===== src/common/cps_pkg.sv =====
package cps_pkg;
    localparam int CLK_HZ = 10_000_000;
    localparam int CLK_PERIOD_NS = 100;
    localparam int SWITCH_WAIT_NS = 10_000;
    localparam int SWITCH_WAIT_CYC = (SWITCH_WAIT_NS + CLK_PERIOD_NS - 1) / CLK_PERIOD_NS;
    localparam int FREE_TIMEOUT_S = 5;
    localparam int FREE_TIMEOUT_CYC = FREE_TIMEOUT_S * CLK_HZ;
    localparam int TMR_W = 26;
    localparam int WAIT_W = 8;
    localparam int NCHAN = 2;
    localparam int CH_DATA = 0;
    localparam int CH_EXT = 1;
    localparam logic [15:0] MIN_BUF_SIZE = 16'h0010;

    // Attribute space: tuple chain then option register
    localparam logic [7:0] TPL_ADDR_CODE = 8'h00;
    localparam logic [7:0] TPL_ADDR_LINK = 8'h01;
    localparam logic [7:0] TPL_ADDR_INDEX = 8'h02;
    localparam logic [7:0] TPL_ADDR_END = 8'h03;
    localparam int TPL_DEPTH = 4;
    localparam logic [7:0] TUPLE_CODE_BYTE_CFTABLE = 8'h1b;
    localparam logic [7:0] TPL_LINK_SHORT = 8'h01;
    localparam logic [7:0] TPL_INDEX_FLAGS = 8'hc0;
    localparam logic [7:0] TPL_CHAIN_TERMINATOR = 8'hff;
    localparam logic [7:0] CARD_CONFIG_OPTION_OFFSET = 8'h00;

    localparam int COR_SOFT_RESET_BIT = 7;
    localparam int COR_LEVEL_IRQ_BIT = 6;
    localparam int COR_INDEX_W = 6;
    localparam logic [7:0] COR_RESET = 8'h00;

    // Host controller register map
    localparam logic [3:0] HREG_CTRL = 4'h0;
    localparam logic [3:0] HREG_STATUS = 4'h1;
    localparam logic [3:0] HREG_MASK = 4'h2;
    localparam logic [3:0] HREG_SIZE_DATA = 4'h3;
    localparam logic [3:0] HREG_SIZE_EXT = 4'h4;
    localparam logic [3:0] HREG_INFO = 4'h5;
    localparam int CTRL_CFG = 0;
    localparam int CTRL_RS_DATA = 1;
    localparam int CTRL_RS_EXT = 2;
    localparam int CTRL_POLL = 3;
    localparam int CTRL_CARD_RESET = 4;
    localparam int ST_CFG_DONE = 0;
    localparam int ST_TUPLE_BAD = 1;
    localparam int ST_FREE_TO = 2;
    localparam int ST_SMALL_OFFER = 4;
    localparam int ST_READY_TO = 6;
    localparam int ST_CARD_FAULT = 7;
    localparam int INFO_READY = 0;
    localparam int INFO_PERSONA = 1;
    localparam int INFO_FREE = 2;
    localparam int INFO_POLL_ACK = 4;
    localparam int INFO_BUSY = 5;

    typedef enum logic [2:0] {
        CPS_H_IDLE, CPS_H_RD_INDEX, CPS_H_RD_END, CPS_H_CHECK, CPS_H_WR_CFG
    } cps_host_state_t;
endpackage


===== src/common/cps_link_if.sv =====
`timescale 1ns/1ps
`default_nettype none
interface cps_link_if;
    logic card_reset;
    logic [7:0] addr;
    logic [7:0] wdata;
    logic we;
    logic re;
    logic [7:0] rdata;
    logic ready;
    logic personality;
    logic irq;
    logic [1:0] chan_reset_request;
    logic [1:0] buffer_free_flag;
    logic [15:0] card_size_data;
    logic [15:0] card_size_ext;
    logic [15:0] host_size;
    logic [1:0] host_size_we;
    logic poll_req;
    logic poll_ack;
    logic init_fault_flag;

    modport card (input card_reset, addr, wdata, we, re, chan_reset_request, host_size, host_size_we, poll_req,
                  output rdata, ready, personality, irq, buffer_free_flag, card_size_data, card_size_ext,
                  poll_ack, init_fault_flag);
    modport host (output card_reset, addr, wdata, we, re, chan_reset_request, host_size, host_size_we, poll_req,
                  input rdata, ready, personality, irq, buffer_free_flag, card_size_data, card_size_ext,
                  poll_ack, init_fault_flag);
endinterface // cps_link_if
`default_nettype wire


===== src/rtl/cps_host.sv =====
// Our own choice: the address-and-strobe port.
`timescale 1ns/1ps
`default_nettype none
module cps_host #(
    parameter int FREE_TIMEOUT_CYC = cps_pkg::FREE_TIMEOUT_CYC,
    parameter int READY_TIMEOUT_CYC = cps_pkg::FREE_TIMEOUT_CYC
) (
    input wire logic clk,
    input wire logic srst,
    cps_link_if.host lnk,
    input wire logic [3:0] addr,
    input wire logic [7:0] wdata,
    input wire logic wr,
    input wire logic rd,
    output logic [7:0] rdata,
    output logic irq
);
    typedef struct packed {
        cps_pkg::cps_host_state_t st;
        logic [7:0] index_byte;
        logic [7:0] status;
        logic [7:0] mask;
        logic [cps_pkg::NCHAN-1:0][15:0] size;
        logic [cps_pkg::NCHAN-1:0] waiting;
        logic [cps_pkg::NCHAN-1:0][cps_pkg::TMR_W-1:0] tmr;
        logic [cps_pkg::TMR_W-1:0] rdy_tmr;
        logic rdy_seen;
        logic poll_sent;
        logic poll_ack;
        logic [7:0] rdata;
        logic [7:0] laddr;
        logic [7:0] lwdata;
        logic lwe;
        logic lre;
        logic [cps_pkg::NCHAN-1:0] rs;
        logic [cps_pkg::NCHAN-1:0] size_we;
        logic [15:0] size_out;
        logic poll_req;
        logic card_reset;
    } cps_host_state_s_t;

    cps_host_state_s_t s_q, s_d;
    logic [7:0] ev;
    logic [15:0] offer [cps_pkg::NCHAN];

    assign offer[cps_pkg::CH_DATA] = lnk.card_size_data;
    assign offer[cps_pkg::CH_EXT] = lnk.card_size_ext;

    always_comb begin
        s_d = s_q;
        ev = 8'h00;
        s_d.lwe = 1'b0;
        s_d.lre = 1'b0;
        s_d.rs = '0;
        s_d.size_we = '0;
        s_d.poll_req = 1'b0;
        s_d.card_reset = 1'b0;
        s_d.rdata = 8'h00;
        case (s_q.st)
            cps_pkg::CPS_H_IDLE: begin
                if (wr && addr == cps_pkg::HREG_CTRL && wdata[cps_pkg::CTRL_CFG]) begin
                    s_d.laddr = cps_pkg::TPL_ADDR_INDEX;
                    s_d.lre = 1'b1;
                    s_d.st = cps_pkg::CPS_H_RD_INDEX;
                end
            end
            cps_pkg::CPS_H_RD_INDEX: begin
                s_d.laddr = cps_pkg::TPL_ADDR_END;
                s_d.lre = 1'b1;
                s_d.st = cps_pkg::CPS_H_RD_END;
            end
            cps_pkg::CPS_H_RD_END: begin
                s_d.index_byte = lnk.rdata;
                s_d.st = cps_pkg::CPS_H_CHECK;
            end
            cps_pkg::CPS_H_CHECK: begin
                if (lnk.rdata != cps_pkg::TPL_CHAIN_TERMINATOR) begin
                    ev[cps_pkg::ST_TUPLE_BAD] = 1'b1;
                    s_d.st = cps_pkg::CPS_H_IDLE;
                end else begin
                    s_d.laddr = cps_pkg::CARD_CONFIG_OPTION_OFFSET + 8'h80;
                    s_d.lwdata = 8'h00;
                    s_d.lwdata[cps_pkg::COR_SOFT_RESET_BIT] = 1'b0;
                    s_d.lwdata[cps_pkg::COR_LEVEL_IRQ_BIT] = 1'b1;
                    s_d.lwdata[cps_pkg::COR_INDEX_W-1:0] = s_q.index_byte[cps_pkg::COR_INDEX_W-1:0];
                    s_d.lwe = 1'b1;
                    s_d.st = cps_pkg::CPS_H_WR_CFG;
                end
            end
            cps_pkg::CPS_H_WR_CFG: begin
                ev[cps_pkg::ST_CFG_DONE] = 1'b1;
                s_d.st = cps_pkg::CPS_H_IDLE;
            end
            default: begin
                s_d.st = cps_pkg::CPS_H_IDLE;
            end
        endcase
        if (wr && addr == cps_pkg::HREG_CTRL) begin
            s_d.poll_req = wdata[cps_pkg::CTRL_POLL];
            if (wdata[cps_pkg::CTRL_CARD_RESET]) begin
                s_d.card_reset = 1'b1;
                s_d.rdy_seen = 1'b0;
                s_d.rdy_tmr = '0;
            end
        end
        // Card answers an edge after it sees the request, so look one edge later
        s_d.poll_sent = s_q.poll_req;
        if (s_q.poll_sent) begin
            s_d.poll_ack = lnk.poll_ack;
        end
        if (lnk.init_fault_flag) begin
            ev[cps_pkg::ST_CARD_FAULT] = 1'b1;
        end
        if (!s_q.rdy_seen) begin
            if (lnk.ready) begin
                s_d.rdy_seen = 1'b1;
            end else if (s_q.rdy_tmr == cps_pkg::TMR_W'(READY_TIMEOUT_CYC - 1)) begin
                ev[cps_pkg::ST_READY_TO] = 1'b1;
                s_d.rdy_seen = 1'b1;
            end else begin
                s_d.rdy_tmr = s_q.rdy_tmr + 1'b1;
            end
        end
        for (int c = 0; c < cps_pkg::NCHAN; c++) begin
            if (wr && addr == cps_pkg::HREG_CTRL && wdata[cps_pkg::CTRL_RS_DATA + c]) begin
                s_d.rs[c] = 1'b1;
                s_d.waiting[c] = 1'b1;
                s_d.tmr[c] = '0;
            end else if (s_q.waiting[c]) begin
                if (lnk.buffer_free_flag[c] && !s_q.rs[c]) begin
                    s_d.waiting[c] = 1'b0;
                end else if (s_q.tmr[c] == cps_pkg::TMR_W'(FREE_TIMEOUT_CYC - 1)) begin
                    // Wrong index also ends here, the card never answers
                    ev[cps_pkg::ST_FREE_TO + c] = 1'b1;
                    s_d.waiting[c] = 1'b0;
                end else begin
                    s_d.tmr[c] = s_q.tmr[c] + 1'b1;
                end
            end
            if (wr && addr == cps_pkg::HREG_SIZE_DATA + 4'(c)) begin
                if (offer[c] < cps_pkg::MIN_BUF_SIZE) begin
                    ev[cps_pkg::ST_SMALL_OFFER + c] = 1'b1;
                end
                s_d.size[c] = {8'h00, wdata};
                s_d.size_out = {8'h00, wdata};
                s_d.size_we[c] = 1'b1;
            end
        end
        if (rd) begin
            case (addr)
                cps_pkg::HREG_STATUS: s_d.rdata = s_q.status;
                cps_pkg::HREG_MASK: s_d.rdata = s_q.mask;
                cps_pkg::HREG_SIZE_DATA: s_d.rdata = s_q.size[cps_pkg::CH_DATA][7:0];
                cps_pkg::HREG_SIZE_EXT: s_d.rdata = s_q.size[cps_pkg::CH_EXT][7:0];
                cps_pkg::HREG_INFO: begin
                    s_d.rdata[cps_pkg::INFO_READY] = lnk.ready;
                    s_d.rdata[cps_pkg::INFO_PERSONA] = lnk.personality;
                    s_d.rdata[cps_pkg::INFO_FREE +: cps_pkg::NCHAN] = lnk.buffer_free_flag;
                    s_d.rdata[cps_pkg::INFO_POLL_ACK] = s_q.poll_ack;
                    s_d.rdata[cps_pkg::INFO_BUSY] = s_q.st != cps_pkg::CPS_H_IDLE;
                end
                default: s_d.rdata = 8'h00;
            endcase
        end
        if (wr && addr == cps_pkg::HREG_MASK) begin
            s_d.mask = wdata;
        end
        // Set beats clear so no event slips through a write of one
        if (wr && addr == cps_pkg::HREG_STATUS) begin
            s_d.status = (s_q.status & ~wdata) | ev;
        end else begin
            s_d.status = s_q.status | ev;
        end
    end

    always_ff @(posedge clk) begin
        if (srst) begin
            s_q <= '0;
        end else begin
            s_q <= s_d;
        end
    end

    assign rdata = s_q.rdata;
    assign irq = |(s_q.status & s_q.mask);
    assign lnk.card_reset = s_q.card_reset;
    assign lnk.addr = s_q.laddr;
    assign lnk.wdata = s_q.lwdata;
    assign lnk.we = s_q.lwe;
    assign lnk.re = s_q.lre;
    assign lnk.chan_reset_request = s_q.rs;
    assign lnk.host_size = s_q.size_out;
    assign lnk.host_size_we = s_q.size_we;
    assign lnk.poll_req = s_q.poll_req;
endmodule // cps_host
`default_nettype wire


===== src/flat_wrapper.sv =====
// flat-port wrapper written by rule: the top's interface ports become plain ports
module cps_host_flat 
#(
    parameter int FREE_TIMEOUT_CYC = cps_pkg::FREE_TIMEOUT_CYC,
    parameter int READY_TIMEOUT_CYC = cps_pkg::FREE_TIMEOUT_CYC
)
  (clk, srst, addr, wdata, wr, rd, rdata, irq, lnk_card_reset, lnk_addr, lnk_wdata, lnk_we, lnk_re, lnk_chan_reset_request, lnk_host_size, lnk_host_size_we, lnk_poll_req, lnk_rdata, lnk_ready, lnk_personality, lnk_irq, lnk_buffer_free_flag, lnk_card_size_data, lnk_card_size_ext, lnk_poll_ack, lnk_init_fault_flag);
  cps_link_if lnk_i ();
  input wire logic clk;
  input wire logic srst;
  input wire logic [3:0] addr;
  input wire logic [7:0] wdata;
  input wire logic wr;
  input wire logic rd;
  output logic [7:0] rdata;
  output logic irq;
  output wire logic [$bits(lnk_i.card_reset)-1:0] lnk_card_reset;
  output wire logic [$bits(lnk_i.addr)-1:0] lnk_addr;
  output wire logic [$bits(lnk_i.wdata)-1:0] lnk_wdata;
  output wire logic [$bits(lnk_i.we)-1:0] lnk_we;
  output wire logic [$bits(lnk_i.re)-1:0] lnk_re;
  output wire logic [$bits(lnk_i.chan_reset_request)-1:0] lnk_chan_reset_request;
  output wire logic [$bits(lnk_i.host_size)-1:0] lnk_host_size;
  output wire logic [$bits(lnk_i.host_size_we)-1:0] lnk_host_size_we;
  output wire logic [$bits(lnk_i.poll_req)-1:0] lnk_poll_req;
  input wire logic [$bits(lnk_i.rdata)-1:0] lnk_rdata;
  input wire logic [$bits(lnk_i.ready)-1:0] lnk_ready;
  input wire logic [$bits(lnk_i.personality)-1:0] lnk_personality;
  input wire logic [$bits(lnk_i.irq)-1:0] lnk_irq;
  input wire logic [$bits(lnk_i.buffer_free_flag)-1:0] lnk_buffer_free_flag;
  input wire logic [$bits(lnk_i.card_size_data)-1:0] lnk_card_size_data;
  input wire logic [$bits(lnk_i.card_size_ext)-1:0] lnk_card_size_ext;
  input wire logic [$bits(lnk_i.poll_ack)-1:0] lnk_poll_ack;
  input wire logic [$bits(lnk_i.init_fault_flag)-1:0] lnk_init_fault_flag;
  assign lnk_card_reset = lnk_i.card_reset;
  assign lnk_addr = lnk_i.addr;
  assign lnk_wdata = lnk_i.wdata;
  assign lnk_we = lnk_i.we;
  assign lnk_re = lnk_i.re;
  assign lnk_chan_reset_request = lnk_i.chan_reset_request;
  assign lnk_host_size = lnk_i.host_size;
  assign lnk_host_size_we = lnk_i.host_size_we;
  assign lnk_poll_req = lnk_i.poll_req;
  assign lnk_i.rdata = lnk_rdata;
  assign lnk_i.ready = lnk_ready;
  assign lnk_i.personality = lnk_personality;
  assign lnk_i.irq = lnk_irq;
  assign lnk_i.buffer_free_flag = lnk_buffer_free_flag;
  assign lnk_i.card_size_data = lnk_card_size_data;
  assign lnk_i.card_size_ext = lnk_card_size_ext;
  assign lnk_i.poll_ack = lnk_poll_ack;
  assign lnk_i.init_fault_flag = lnk_init_fault_flag;
  cps_host #(.FREE_TIMEOUT_CYC(FREE_TIMEOUT_CYC), .READY_TIMEOUT_CYC(READY_TIMEOUT_CYC)) u_core (.clk(clk), .srst(srst), .lnk(lnk_i), .addr(addr), .wdata(wdata), .wr(wr), .rd(rd), .rdata(rdata), .irq(irq));
endmodule

===== config.mk =====
export PLATFORM = sky130hd
export DESIGN_NAME = cps_host_flat
export DESIGN_NICKNAME = d
export VERILOG_FILES = /design/src/common/cps_pkg.sv /design/src/common/cps_link_if.sv /design/src/rtl/cps_host.sv /design/src/flat_wrapper.sv
export SDC_FILE = /design/constraint.sdc
export NUM_CORES = 1
export LEC_CHECK = 0
export BUFFER_PORTS_ARGS = -buffer_cell sky130_fd_sc_hd__buf_2
export CAP_MARGIN = 5
export CORE_MARGIN = 5
export CORE_UTILIZATION = 57
export CTS_CLUSTER_DIAMETER = 60
export DETAILED_ROUTE_END_ITERATION = 8
export GPL_ROUTABILITY_DRIVEN = 0
export HOLD_SLACK_MARGIN = 0.15
export PLACE_DENSITY = 0.92
export SYNTH_ARGS = -nofsm -noshare
export SYNTH_HDL_FRONTEND = slang
export SYNTH_SLANG_ARGS = --single-unit
export TNS_END_PERCENT = 20

===== constraint.sdc =====
create_clock -name clk -period 2.9 [get_ports clk]
set_input_delay 0.58 -clock clk [delete_from_list [all_inputs] [get_ports clk]]
set_output_delay 0.58 -clock clk [all_outputs]
set_load 0.05 [all_outputs]

==> results of run 1 <==
==> power groups by stage <==
stage / clock [W] / combinational [W] / sequential (W)
after floorplan: 0 / 0.000187 / 0.00224
after global placement: 0 / 0.000251 / 0.00224
after detailed placement: 0 / 0.000256 / 0.00224
after CTS: 0.00258 / 0.000258 / 0.00220
after global routing: 0.00270 / 0.000282 / 0.00220
final: 0.00257 / 0.000263 / 0.00220
==> flip-flops by register name (all words and copies together), names as in the netlist <==
signal,cells
u_core.lnk.addr,3
u_core.lnk.card_reset,1
u_core.lnk.chan_reset_request,2
u_core.lnk.host_size,8
u_core.lnk.host_size_we,2
u_core.lnk.poll_req,1
u_core.lnk.re,1
u_core.lnk.wdata,7
u_core.lnk.we,1
u_core.rdata,8
u_core.s_q,124
==> layout make-up <==
| cell class | count | area share [%] |
|---|---|---|
| flip-flops and latches | 158 | 36.9 |
| clock buffers | 19 | 5.29 |
| clock inverters | 13 | 2.73 |
| multi-input cells | 645 | 45.5 |
| well taps | 176 | 2.57 |
| inverters | 8 | 0.351 |
| repair buffers | 103 | 6.60 |
==> worst max path at each step <==
stage | startpoint | endpoint | slack (ns) | cells past startpoint
6_report | u_core.s_q[51]$_SDFF_PP0_ | u_core.s_q[68]$_SDFF_PP0_ | 0.38 | 6
3_5_place_dp | u_core.s_q[51]$_SDFF_PP0_ | u_core.s_q[68]$_SDFF_PP0_ | 0.46 | 6
2_1_floorplan | addr[3] | u_core.s_q[58]$_SDFF_PP0_ | 0.67 | 7
3_3_place_gp | u_core.s_q[51]$_SDFF_PP0_ | u_core.s_q[68]$_SDFF_PP0_ | 0.49 | 6
5_1_grt | u_core.s_q[51]$_SDFF_PP0_ | u_core.s_q[68]$_SDFF_PP0_ | 0.26 | 6
4_1_cts | u_core.s_q[51]$_SDFF_PP0_ | u_core.s_q[68]$_SDFF_PP0_ | 0.42 | 6
==> worst max-delay path, cell delays in order (launching register included) <==
cell,delay (ns)
dfxtp_1,0.39
ha_1,0.25
nand3_2,0.18
or4_4,0.59
o21a_1,0.44
and3_1,0.31
a211o_1,0.26
==> kinds of logic (layout without fill, tap and decap cells) <==
| group | count (synthesis) | in the layout | synth area share (%) |
|---|---|---|---|
| adders and majority gates | 3 | 3 | 0.498 |
| DFF | 158 | 158 | 41.9 |
| AOI/OAI and AO/OA | 164 | 164 | 14.0 |
| muxes | 25 | 25 | 3.32 |
| xor gates and xnor gates | 26 | 26 | 3.02 |
| other | 1 | 14 | 0.0497 |
| buffers and inverters | 94 | 143 | 7.10 |
| and+or+nand+nor | 413 | 413 | 30.0 |
==> cells in the mapped netlist, drive strengths merged (4+ instances only) <==
cell type	count	area, sq um
a22oi	13	97.6
mux2i	25	250
xnor2	9	78.8
clkbuf	26	97.6
or4	12	93.8
a22o	4	35.0
a222oi	7	70.1
a21oi	64	320
nor2b	8	50.1
o21ai	28	140
nor2	77	292
and4	8	70.1
o211ai	8	60.1
and3	23	144
nand4	35	234
nor3	21	115
nand2	94	353
nand3	48	250
o31ai	9	72.6
or2	6	37.5
a211o	5	43.8
inv	8	30.0
nor4	21	183
buf	60	408
nand2b	9	56.3
xor2	17	149
nor4b	6	77.6
and2	12	75.1
dfxtp	158	3160
or3	20	125
nand3b	5	37.5
==> per-stage QoR <==
step | util [%] | power (W)
floorplan | - | 0.00243
global placement | 60.2 | 0.00249
detailed placement | 60.2 | 0.00250
CTS | 65.5 | 0.00503
global route | 65.5 | 0.00518
finish | 65.5 | 0.00503
==> metal layers <==
layer	share of wire, %	GRT usage (%)
met5	0	0
met4	3.2	10.6
met3	9.4	6.40
met2	48	39.8
met1	39	28.9
==> impl.org, run 1 <==
** Detailed routing
- The routed design has 19200 um of wire.
- Summing over every cut layer, the via total after detailed routing is 7000.
- Dividing the detail-routed via count by the number of cells gives 6.24.
- Once detail routing completed, the nets flagged for antenna violations numbered 0.
- Router iterations before antenna repair :: 9
- Number of DRC markers after the initial detailed-route iteration :: 996
- Dividing the detail-routed wire length by the instance count gives 17.1 um.
- After detailed routing, the number of remaining DRC violations is 0.

** Power and ir drop
- Net load switching power :: approximately 0.0011 W
- Comb pwr share :: approximately 5.2%
- Clock group share of total power :: 51.1%
- Sequential cells account for 43.6% of the total power.
- Switch share :: between 20% and 30%
- Worst IR drop on VDD :: 515 uV
- Internal power component :: 0.00392 W
- Power spread over the standard cell area amounts to 587 nW/um^2.
- Leak Pwr :: 3.21 nW

** Critical path
- Required time of the critical path :: roughly 3.2 ns
- Measured in cells, the most critical reg-to-reg path has a length of 6.
- In this run the critical register-to-register path is captured at u_core.s_q[68]$_SDFF_PP0_.
- STA classifies the critical path endpoint as a register.
- The worst register-to-register path begins at u_core.s_q[51]$_SDFF_PP0_.
- Critical path fanouts, max :: 21
- Data arrives at the worst endpoint at 2.84 ns.
- By startpoint and endpoint, the worst setup path is classified as register to register.
- In this run the register-to-register setup slack is 0.38 ns.
- CP Launch Type :: register

** Global routing
- Global-route wire length before repair :: 31300 um
- Across every metal layer, demand over resource in global routing totals 23.8%.
- Maximum number of pins on one net before global-route repair :: 41
- Antenna violations before repair :: 0
- Number of global-route vias before repair :: 6583
- GRT overflow :: 0

** Timing
- Unrepaired setup endpoints after global routing :: false
- After layout, the worst path uses 86.9% of the clock period.
- Setup violations remaining at the end of the flow were counted as 0.
- Final critical path time including I/O delays and setup :: around 2.5 ns
- Timing would allow up to 0.397 GHz.
- Hold Violations, Final :: 0
- Final Slew Violations :: 0
- Final sum of negative setup slack :: 0 ns
- The worst path meets setup with 0.379 ns of slack.
- Worst clock skew on the final layout :: a little under 0.007 ns
- In this run the tightest slew margin relative to its limit is 52.0%.
- Worst hold slack :: 0.390 ns
- For the pin with the worst max-slew slack, the measured transition is 0.717 ns.

** Cells and area
- Proportion of layout cells with a drive suffix above 1 :: 16.8%
- After filler insertion, the fill cell instance count of the layout stands at 928.
- Most frequent cells in the layout :: 158 x dfxtp_1, 94 x nand2_1, 88 x buf_2, 76 x nor2_1, 64 x a21oi_1
- Post-synthesis to final-layout area growth :: 13.5%
- At the end of the flow, the number of nets in the layout was approximately 1000.
- Total area of multi-input combinational cells :: 3900 sq um
- Number of antenna repair diodes :: 0
- Final standard cell area without fillers :: 8570 sq um
- The sequential cells in the finished layout cover a total of 3160 sq um.
- Filler-free cell count of the finished design :: about 1100
- Most common cell after layout, fill and taps aside :: dfxtp_1

** Floorplan
- Vertical die dimension :: approximately 130 um
- Row generation in the floorplan step produced 42 rows.
- Core area :: 13100 sq um
- Chip width :: 125 um
- Initial Util :: 57.7%
- The floorplan step defined a die boundary enclosing 15600 sq um.
- Pin placement for this block handled 112 I/O pins.

** Job
- Max-cap violations in this run came to 0.

** Logic synthesis
- In this run the mean area of a mapped cell was 8.53 sq um.
- In the synthesized netlist, the number of instances is 884.
- Share of synthesized area occupied by flip-flops and latches :: 41.9%
- The synthesized netlist occupies a cell area of 7540 sq um.
- FFs w/ async S/R, synth :: 0%
- Total number of yosys warnings :: 0
- For this run, the leading register cell type out of synthesis is dfxtp_1.
- In this run, synthesis produced a sequential element count of 158.
- Number of enable flip-flop cells after synthesis :: 0
- The synthesized netlist contains 66 unique library cells.

** Worst hold path
- Hold worst-path end :: u_core.s_q[178]$_SDFF_PP0_
- Worst min-delay path class :: input pin to register
- Worst hold path depth :: 3
- Source of the worst hold timing path :: lnk_init_fault_flag

** CTS
- The H-tree was split into 4 levels.
- Clock slew at reported path FFs :: 0.06 ns
- Counting the buffers created by CTS gives 17.
- Post-cts sizing count :: 0
- Post-CTS setup buffer count :: 0
- Clock root buffer :: clkbuf_16
- Hold repair after CTS inserted 0 buffers.
- Clock latency on the worst-skew pair, taken at its later pin, is ~0.43 ns.
- Clock tree from TritonCTS :: done
- The clock drives around 160 sinks.
- The longest clock path from root to sink contains 2 buffers.

** Placed design
- The placed instances occupy a cell area of 7880 sq um.
- Placed wire-length estimate after detailed placement :: 12400 um
- Pre-CTS setup slack :: 0.456 ns
- After detailed placement, the design holds a cell count of approximately 1100.
- Number of I/O port buffers :: 88

** Status
- Run status :: completed
(Power assumes the default switching activity.)
==> inputs of run 2 (changes only) <==
- clock period: 2.9 -> 2.5 ns (I/O delays scaled with it)
==> run 2 against run 1 <==
Effect of this change:
- maximum frequency is 15% higher
- critical path depth is 1 higher
- routed wire length is 4.3% lower
- power is 5.4% higher
- combinational power is 20% higher
- sequential share of layout area is 0.059 points higher
- die area stayed put
- clock power is 5% lower
- flip-flop and latch count stayed put
- register-to-register slack worse by 0.07 ns
- via count is 0.56% lower
- critical path type unchanged
- largest power group is now registers
- highest routed layer unchanged
==> impl.org, run 2 (synthesis results as in run 1) <==
** Status
- Run status :: completed

** Timing
- Setup total negative slack on the finished layout was measured at 0 ns.
- Worst hold slack :: roughly 0.3 ns
- Worst Tran Pin Value :: 0.668 ns
- Max Fclk :: 0.457 GHz
- Max transition margin :: 54.9%
- Fin worst setup slack :: 0.310 ns
- Final critical path time including I/O delays and setup :: 2.19 ns
- The hold violation count in the final report was 0.
- Setup repair after global routing left no endpoint under its margin.
- Of the available clock period, the critical path in the final layout requires about 88%.
- Worst clock skew on the final layout :: 0.00698 ns
- Final Slew Violations :: 0
- Setup violations remaining at the end of the flow were counted as 0.

** CTS
- Clock root buffer :: clkbuf_16
- Counting every sink on the clock net gives between 150 and 200.
- Clock slew at reported path FFs :: about 0.060 ns
- TritonCTS created 17 clock buffers.
- Post-CTS setup buffer count :: 0
- TritonCTS built the clock tree.
- At the later pin of the worst-skew pair, clock insertion delay measures 0.43 ns.
- H-Tree Depth :: 4
- The number of hold buffers added after CTS was 0.
- CTS Buffer Depth :: 2
- Post-cts sizing count :: 0

** Cells and area
- The number of antenna diodes in the final layout is 0.
- In the final layout, the multi-input gates occupy 3900 sq um.
- Most common cell after layout, fill and taps aside :: dfxtp_1
- Filler instances :: about 1000
- Of the cells placed in the final design, the portion with a size suffix greater than 1 is 18.0%.
- The register with the most flip-flops in the layout has about 120 of them.
- FF/Latch Area :: 3160 sq um
- The area growth from synthesis to layout is 13.4%.
- # nets final :: 1015
- Register ranked first by flip-flop count :: u_core.s_q
- Filler-free cell count of the finished design :: 1137
- In the layout the commonest cells are 158 x dfxtp_1, 94 x nand2_1, 88 x buf_2, 76 x nor2_1, 64 x a21oi_1.

** Critical path
- The number of cells on the worst reg-to-reg path is 7.
- STA classifies the critical path startpoint as a register.
- Type of the setup path with the least slack :: register to register
- STA classifies the critical path endpoint as a register.
- For the worst setup path, the data required time is about 2.8 ns.
- Data arrives at the worst endpoint at 2.50 ns.
- Along the worst path, the maximum fanout reaches 10.

** Power and ir drop
- VDD sags by at most between 500 and 600 uV.
- Total power for the finished layout comes to between 0.005 and 0.006 W.
- For this design the ratio of total power to cell area is 620 nW/um^2.
- The analysis attributes to cell leakage a power of 3.23 nW.

** Placed design
- After legalization and detailed placement, the total HPWL measured 12500 um.
- Port buffering added 88 buffers.
- Timing analysis after detailed placement gives a worst setup slack of approximately 0.33 ns.
- # placed instances :: 1106

** Worst hold path
- Worst min-delay path class :: input pin to register
- Worst hold path depth :: 3

** Floorplan
- In this run the horizontal extent of the chip is ~130 um.
- Core area :: between 10000 and 15000 sq um
- Total die area :: 15600 sq um
- Site row count :: 42
- The die is 125 um tall.
- For this configuration, the core starts out at a cell density of roughly 58%.
- I/O pin count :: around 110

** Detailed routing
- Summed over all layers, the routed wires come to 18400 um.
- The count of nets left with antenna violations once routing finished came out at 0.
- The first TritonRoute pass finished after 8 iterations.
- Routed vias/inst :: 6.12
- In the final routed layout, each cell accounts on average for 16.1 um.
- In this run, the number of DRC markers left after iteration 0 of detailed routing was 850.
- DRC Markers :: 0
- Number of vias after detailed routing :: 6961

** Global routing
- Entering global routing, the biggest net connects 32 pins.
- Global-route wire length before repair :: 30300 um
- The number of antenna violations at the first check in global routing came to 0.
- Number of global-route vias before repair :: approximately 6400
- GRT Total Usage :: 23.1%
- GRT overflow :: 0

** Job
- Count of maximum capacitance violations :: 0
==> run 2: worst paths after layout <==
path	from	to	slack, ns
setup / recovery	u_core.s_q[51]$_SDFF_PP0_	u_core.s_q[68]$_SDFF_PP0_	0.31
hold / removal	lnk_init_fault_flag	u_core.s_q[178]$_SDFF_PP0_	0.30
setup reg to reg	u_core.s_q[51]$_SDFF_PP0_	u_core.s_q[68]$_SDFF_PP0_	0.31
hold reg to reg	u_core.s_q[149]$_SDFFE_PP0P_	u_core.s_q[149]$_SDFFE_PP0P_	0.47
==> run 2: power by group <==
| part | switching, W | internal, W |
|---|---|---|
| logic | 0.000221 | 0.0000957 |
| clock network | 0.00104 | 0.00140 |
| registers | 0.0000128 | 0.00253 |
| total | 0.00128 | 0.00403 |
==> run 2: metrics by stage <==
step	utilization [%]	instance area, sq um
after floorplan	-	7590
after global placement	61.1	8000
after detailed placement	61.1	8000
after CTS	65.4	8550
after global routing	65.4	8550
final	65.4	8550
==> run 2: cell type report <==
class	instances	area share, %
timing repair buffer	119	8.02
multi-input combinational	645	45.6
inverter	8	0.351
clock buffer	19	5.18
tap	176	2.57
clock inverter	12	1.29
sequential	158	37.0
==> run 2: per-layer routing <==
layer  wire (um)  share of wire (%)  vias up  track usage, %
met3        1580                8.6       83            7.21
li1            -                  -     3311               -
met2        8700                 47      325            37.6
met4         723                3.9        0            9.63
met1        7360                 40     3242            28.4
met5           0                  0        -               0
==> run 2: critical path, stage by stage (launching register included) <==
cell     delay [ns]
dfxtp_1        0.38
ha_1           0.22
nand3_2        0.10
or4_4          0.57
o21a_1         0.20
buf_4          0.17
and3_1         0.19
a211o_1        0.25
==> inputs of run 3 (changes only) <==
- CELL_PAD_IN_SITES_DETAIL_PLACEMENT: unset -> 2
- CELL_PAD_IN_SITES_GLOBAL_PLACEMENT: unset -> 2
- CORE_UTILIZATION: 57 -> 34
- PLACE_DENSITY: 0.92 -> 0.91
- clock period: 2.5 -> 2.4 ns (I/O delays scaled with it)
==> run 3 against run 2 <==
Effect of this change:
- core utilization down 25 points
- count of clock-buffer cells in the layout down 1
- final area up 3.4%
- combinational power up 18%
- via count up 8.7%
- critical path type unchanged
- highest routed layer is now met5
==> impl.org, run 3 (synthesis results as in run 1) <==
** Job
- Max-cap violations in this run came to 0.

** Critical path
- Measured in cells, the most critical reg-to-reg path has a length of 7.
- Total buffers and inverters traversed by the critical path :: 1
- STA puts the critical path data required time at 2.70 ns.
- Data on the critical path arrives at its endpoint at approximately 2.7 ns.
- The worst setup path is launched from a register.
- Cell with the largest stage delay on the worst path :: or4_4
- In this run the critical register-to-register path is captured at u_core.s_q[53]$_SDFF_PP0_.
- Flop-to-flop setup slack :: 0.01 ns
- Critical path fanouts, max :: 6
- For this run, the slowest stage of the critical path takes 0.61 ns.
- The critical path is of the register to register type.
- In this run the critical register-to-register path is launched from u_core.s_q[51]$_SDFF_PP0_.
- Worst setup EP type :: register
- Cell family contributing the most delay on the critical path :: simple AND/OR/NAND/NOR gates
- Ordered cell list for the critical path :: ha_1 -> nand3_2 -> or4_4 -> o21ai_2 -> buf_4 -> a2bb2oi_1 -> mux2i_1
- Number of gates on the worst path with buffers counted :: 7

** Power and ir drop
- Internal power comes to around 0.0044 W.
- In this run, flip-flops and latches consume 44.1% of the power.
- Switch share :: between 20% and 30%
- The share of total power dissipated in combinational logic is between 6 and 7%.
- Pwr per Cell Area :: 680 nW/um^2
- Net load switching power :: ~0.0016 W
- Clock group share of total power :: 49.7%
- Leak Pwr :: 3.29 nW
- Worst IR drop on VDD :: between 400 and 500 uV

** Cells and area
- The sequential cells in the finished layout cover a total of 3160 sq um.
- For this run, the number of standard cells in the final layout without fillers is ~1300.
- The library cells used most frequently in the layout, excluding fill and tap cells, are 158 x dfxtp_1, 94 x nand2_1, 88 x buf_2, 76 x nor2_1, 64 x a21oi_1.
- Relative to the synthesized area, the layout overhead comes to 17.2%.
- The register with the most flip-flops in the layout has 124 of them.
- The library cell used most frequently in the layout, excluding fill and tap cells, is dfxtp_1.
- Register ranked first by flip-flop count :: u_core.s_q
- After the last flow step, the layout net total stands at 1025.
- Summing all multi-input logic gate instances after layout gives roughly 3900 sq um.
- Proportion of layout cells with a drive suffix above 1 :: between 10% and 20%
- After filler insertion, the fill cell instance count of the layout stands at 2380.
- Final standard cell area without fillers :: 8840 sq um

** Timing
- Setup violations remaining at the end of the flow were counted as 0.
- For the final routed database, the setup TNS stands at 0 ns.
- Counting I/O delays and the setup requirement, the final critical path takes between 2 and 2.5 ns.
- Setup repair after global routing could not meet its margin everywhere.
- Worst clock skew on the final layout :: 0.0159 ns
- Worst Tran Pin Value :: between 0.6 and 0.7 ns
- Period utilization :: approximately 100%
- Headroom to the max-slew limit came out at 53.5%.
- The hold violation count in the final report is 0.
- The count of pins over their slew limit came to 0.
- Static timing analysis puts the maximum clock frequency at 0.419 GHz.

** CTS
- Insertion delay to the later sink of the worst-skew pair :: 0.45 ns
- The cell sitting at the root of the clock tree is a clkbuf_16.
- Total clock sinks :: 158
- The H-tree was split into 4 levels.
- After clock tree synthesis, the flow added hold-fix buffers numbering 0.
- CTS Buffer Depth :: 2
- TritonCTS created 17 clock buffers.
- Clock slew at reported path FFs :: 0.07 ns
- Clock tree from TritonCTS :: done

** Detailed routing
- For this block, the routed nets add up to roughly 33000 um of wire.
- DRC Markers :: 0
- The count of nets left with antenna violations once routing finished came out at 0.
- The detailed router placed between 7000 and 8000 vias in this run.
- The detailed router finished its first iteration with 588 violations.
- Dividing the detail-routed via count by the number of cells gives 6.03.
- Router iterations before antenna repair :: 5
- In the final routed layout, each cell accounts on average for around 26 um.

** Floorplan
- Vertical die dimension :: 159 um
- Total die area :: 25300 sq um
- The core region is approximately 22000 sq um.
- After floorplanning, the core was divided into 54 placement rows.
- The initial utilization of the core area, before any placement, comes to ~35%.
- Chip width :: 159 um
- 112 I/O pins were placed.

** Status
- The run finished with clean final reports.

** Worst hold path
- Hold worst-path end :: u_core.s_q[178]$_SDFF_PP0_
- In this run the most critical hold path is launched from lnk_init_fault_flag.
- Worst min-delay path class :: input pin to register
- Counting instances, the worst hold path has a depth of 3.

** Placed design
- # placed instances :: roughly 1200
- Buffers placed on the I/O ports in this run total 88.
- Total cell area at the placement stage :: 8180 sq um
- Placed wire-length estimate after detailed placement :: 19300 um

** Global routing
- Number of global-route vias before repair :: 8337
- The number of antenna violations at the first check in global routing was 7.
- For this run the aggregate overflow at the end of global routing stands at 0.
- Global routing consumed, over all layers together, 24.9% of the routing resources.
- Maximum number of pins on one net before global-route repair :: 30
- The first global-routing pass estimated between 50000 and 60000 um of wire.
==> run 3: changes by cell type in the layout (fill, tap and decap cells not counted), moves of 2 or more <==
cell / delta
clkinvlp_4: +3
clkinv_2: -4
o21ai_2: +2
o21ai_1: -2
bufinv_16: +2
diode_2: +4
buf_4: +10
==> run 3: metal layers <==
layer,wire [um],track usage [%]
met4,1450,11.5
met2,17000,44.2
met3,1870,6.14
met1,12300,28.0
met5,37,0
==> run 3: worst max path at each step <==
stage | from | end
6_report | u_core.s_q[51]$_SDFF_PP0_ | u_core.s_q[53]$_SDFF_PP0_
5_1_grt | u_core.s_q[51]$_SDFF_PP0_ | u_core.s_q[53]$_SDFF_PP0_
4_1_cts | u_core.s_q[51]$_SDFF_PP0_ | u_core.s_q[70]$_SDFF_PP0_
3_5_place_dp | u_core.s_q[51]$_SDFF_PP0_ | u_core.s_q[61]$_SDFF_PP0_
3_3_place_gp | u_core.s_q[51]$_SDFF_PP0_ | u_core.s_q[58]$_SDFF_PP0_
2_1_floorplan | addr[3] | u_core.s_q[58]$_SDFF_PP0_
==> run 3: repair_timing <==
action / CTS / global route
buffers inserted: 0 / 2
setup endpoints to repair: 6 / 16
pin swaps: 0 / 1
gates resized for setup: 3 / 4
==> run 3: power groups by stage <==
stage,registers [W],logic [W],clock network (W)
4_1_cts,0.00265,0.000362,0.00302
5_1_grt,0.00265,0.000388,0.00312
2_1_floorplan,0.00271,0.000225,0
6_report,0.00265,0.000372,0.00299
3_3_place_gp,0.00271,0.000329,0
3_5_place_dp,0.00271,0.000344,0
==> run 3: worst register-to-register path: stages, from the launching register on <==
cell and delay (ns):
dfxtp_1 0.40, ha_1 0.28, nand3_2 0.11, or4_4 0.61, o21ai_2 0.19, buf_4 0.19, a2bb2oi_1 0.29, mux2i_1 0.18
==> run 3: cell type report <==
cell class              count  share of cell area, %
repair buffers            129                   8.50
diodes                      4                  0.113
clock inverters            14                   2.05
multi-input cells         645                   44.4
clock buffers              18                   4.85
well taps                 280                   3.96
flip-flops and latches    158                   35.8
inverters                   8                  0.340
==> run 3: metrics by stage <==
step / hold WS (ns) / total power [W] / worst slack [ns] / util (%)
after global placement: 0.442 / 0.00304 / 0.257 / 37.5
final: 0.308 / 0.00601 / 0.0112 / 40.5
after floorplan: 0.426 / 0.00293 / 0.270 / -
after detailed placement: 0.455 / 0.00306 / 0.0951 / 37.5
after CTS: 0.288 / 0.00604 / 0.0191 / 40.3
after global routing: 0.289 / 0.00616 / -0.113 / 40.5
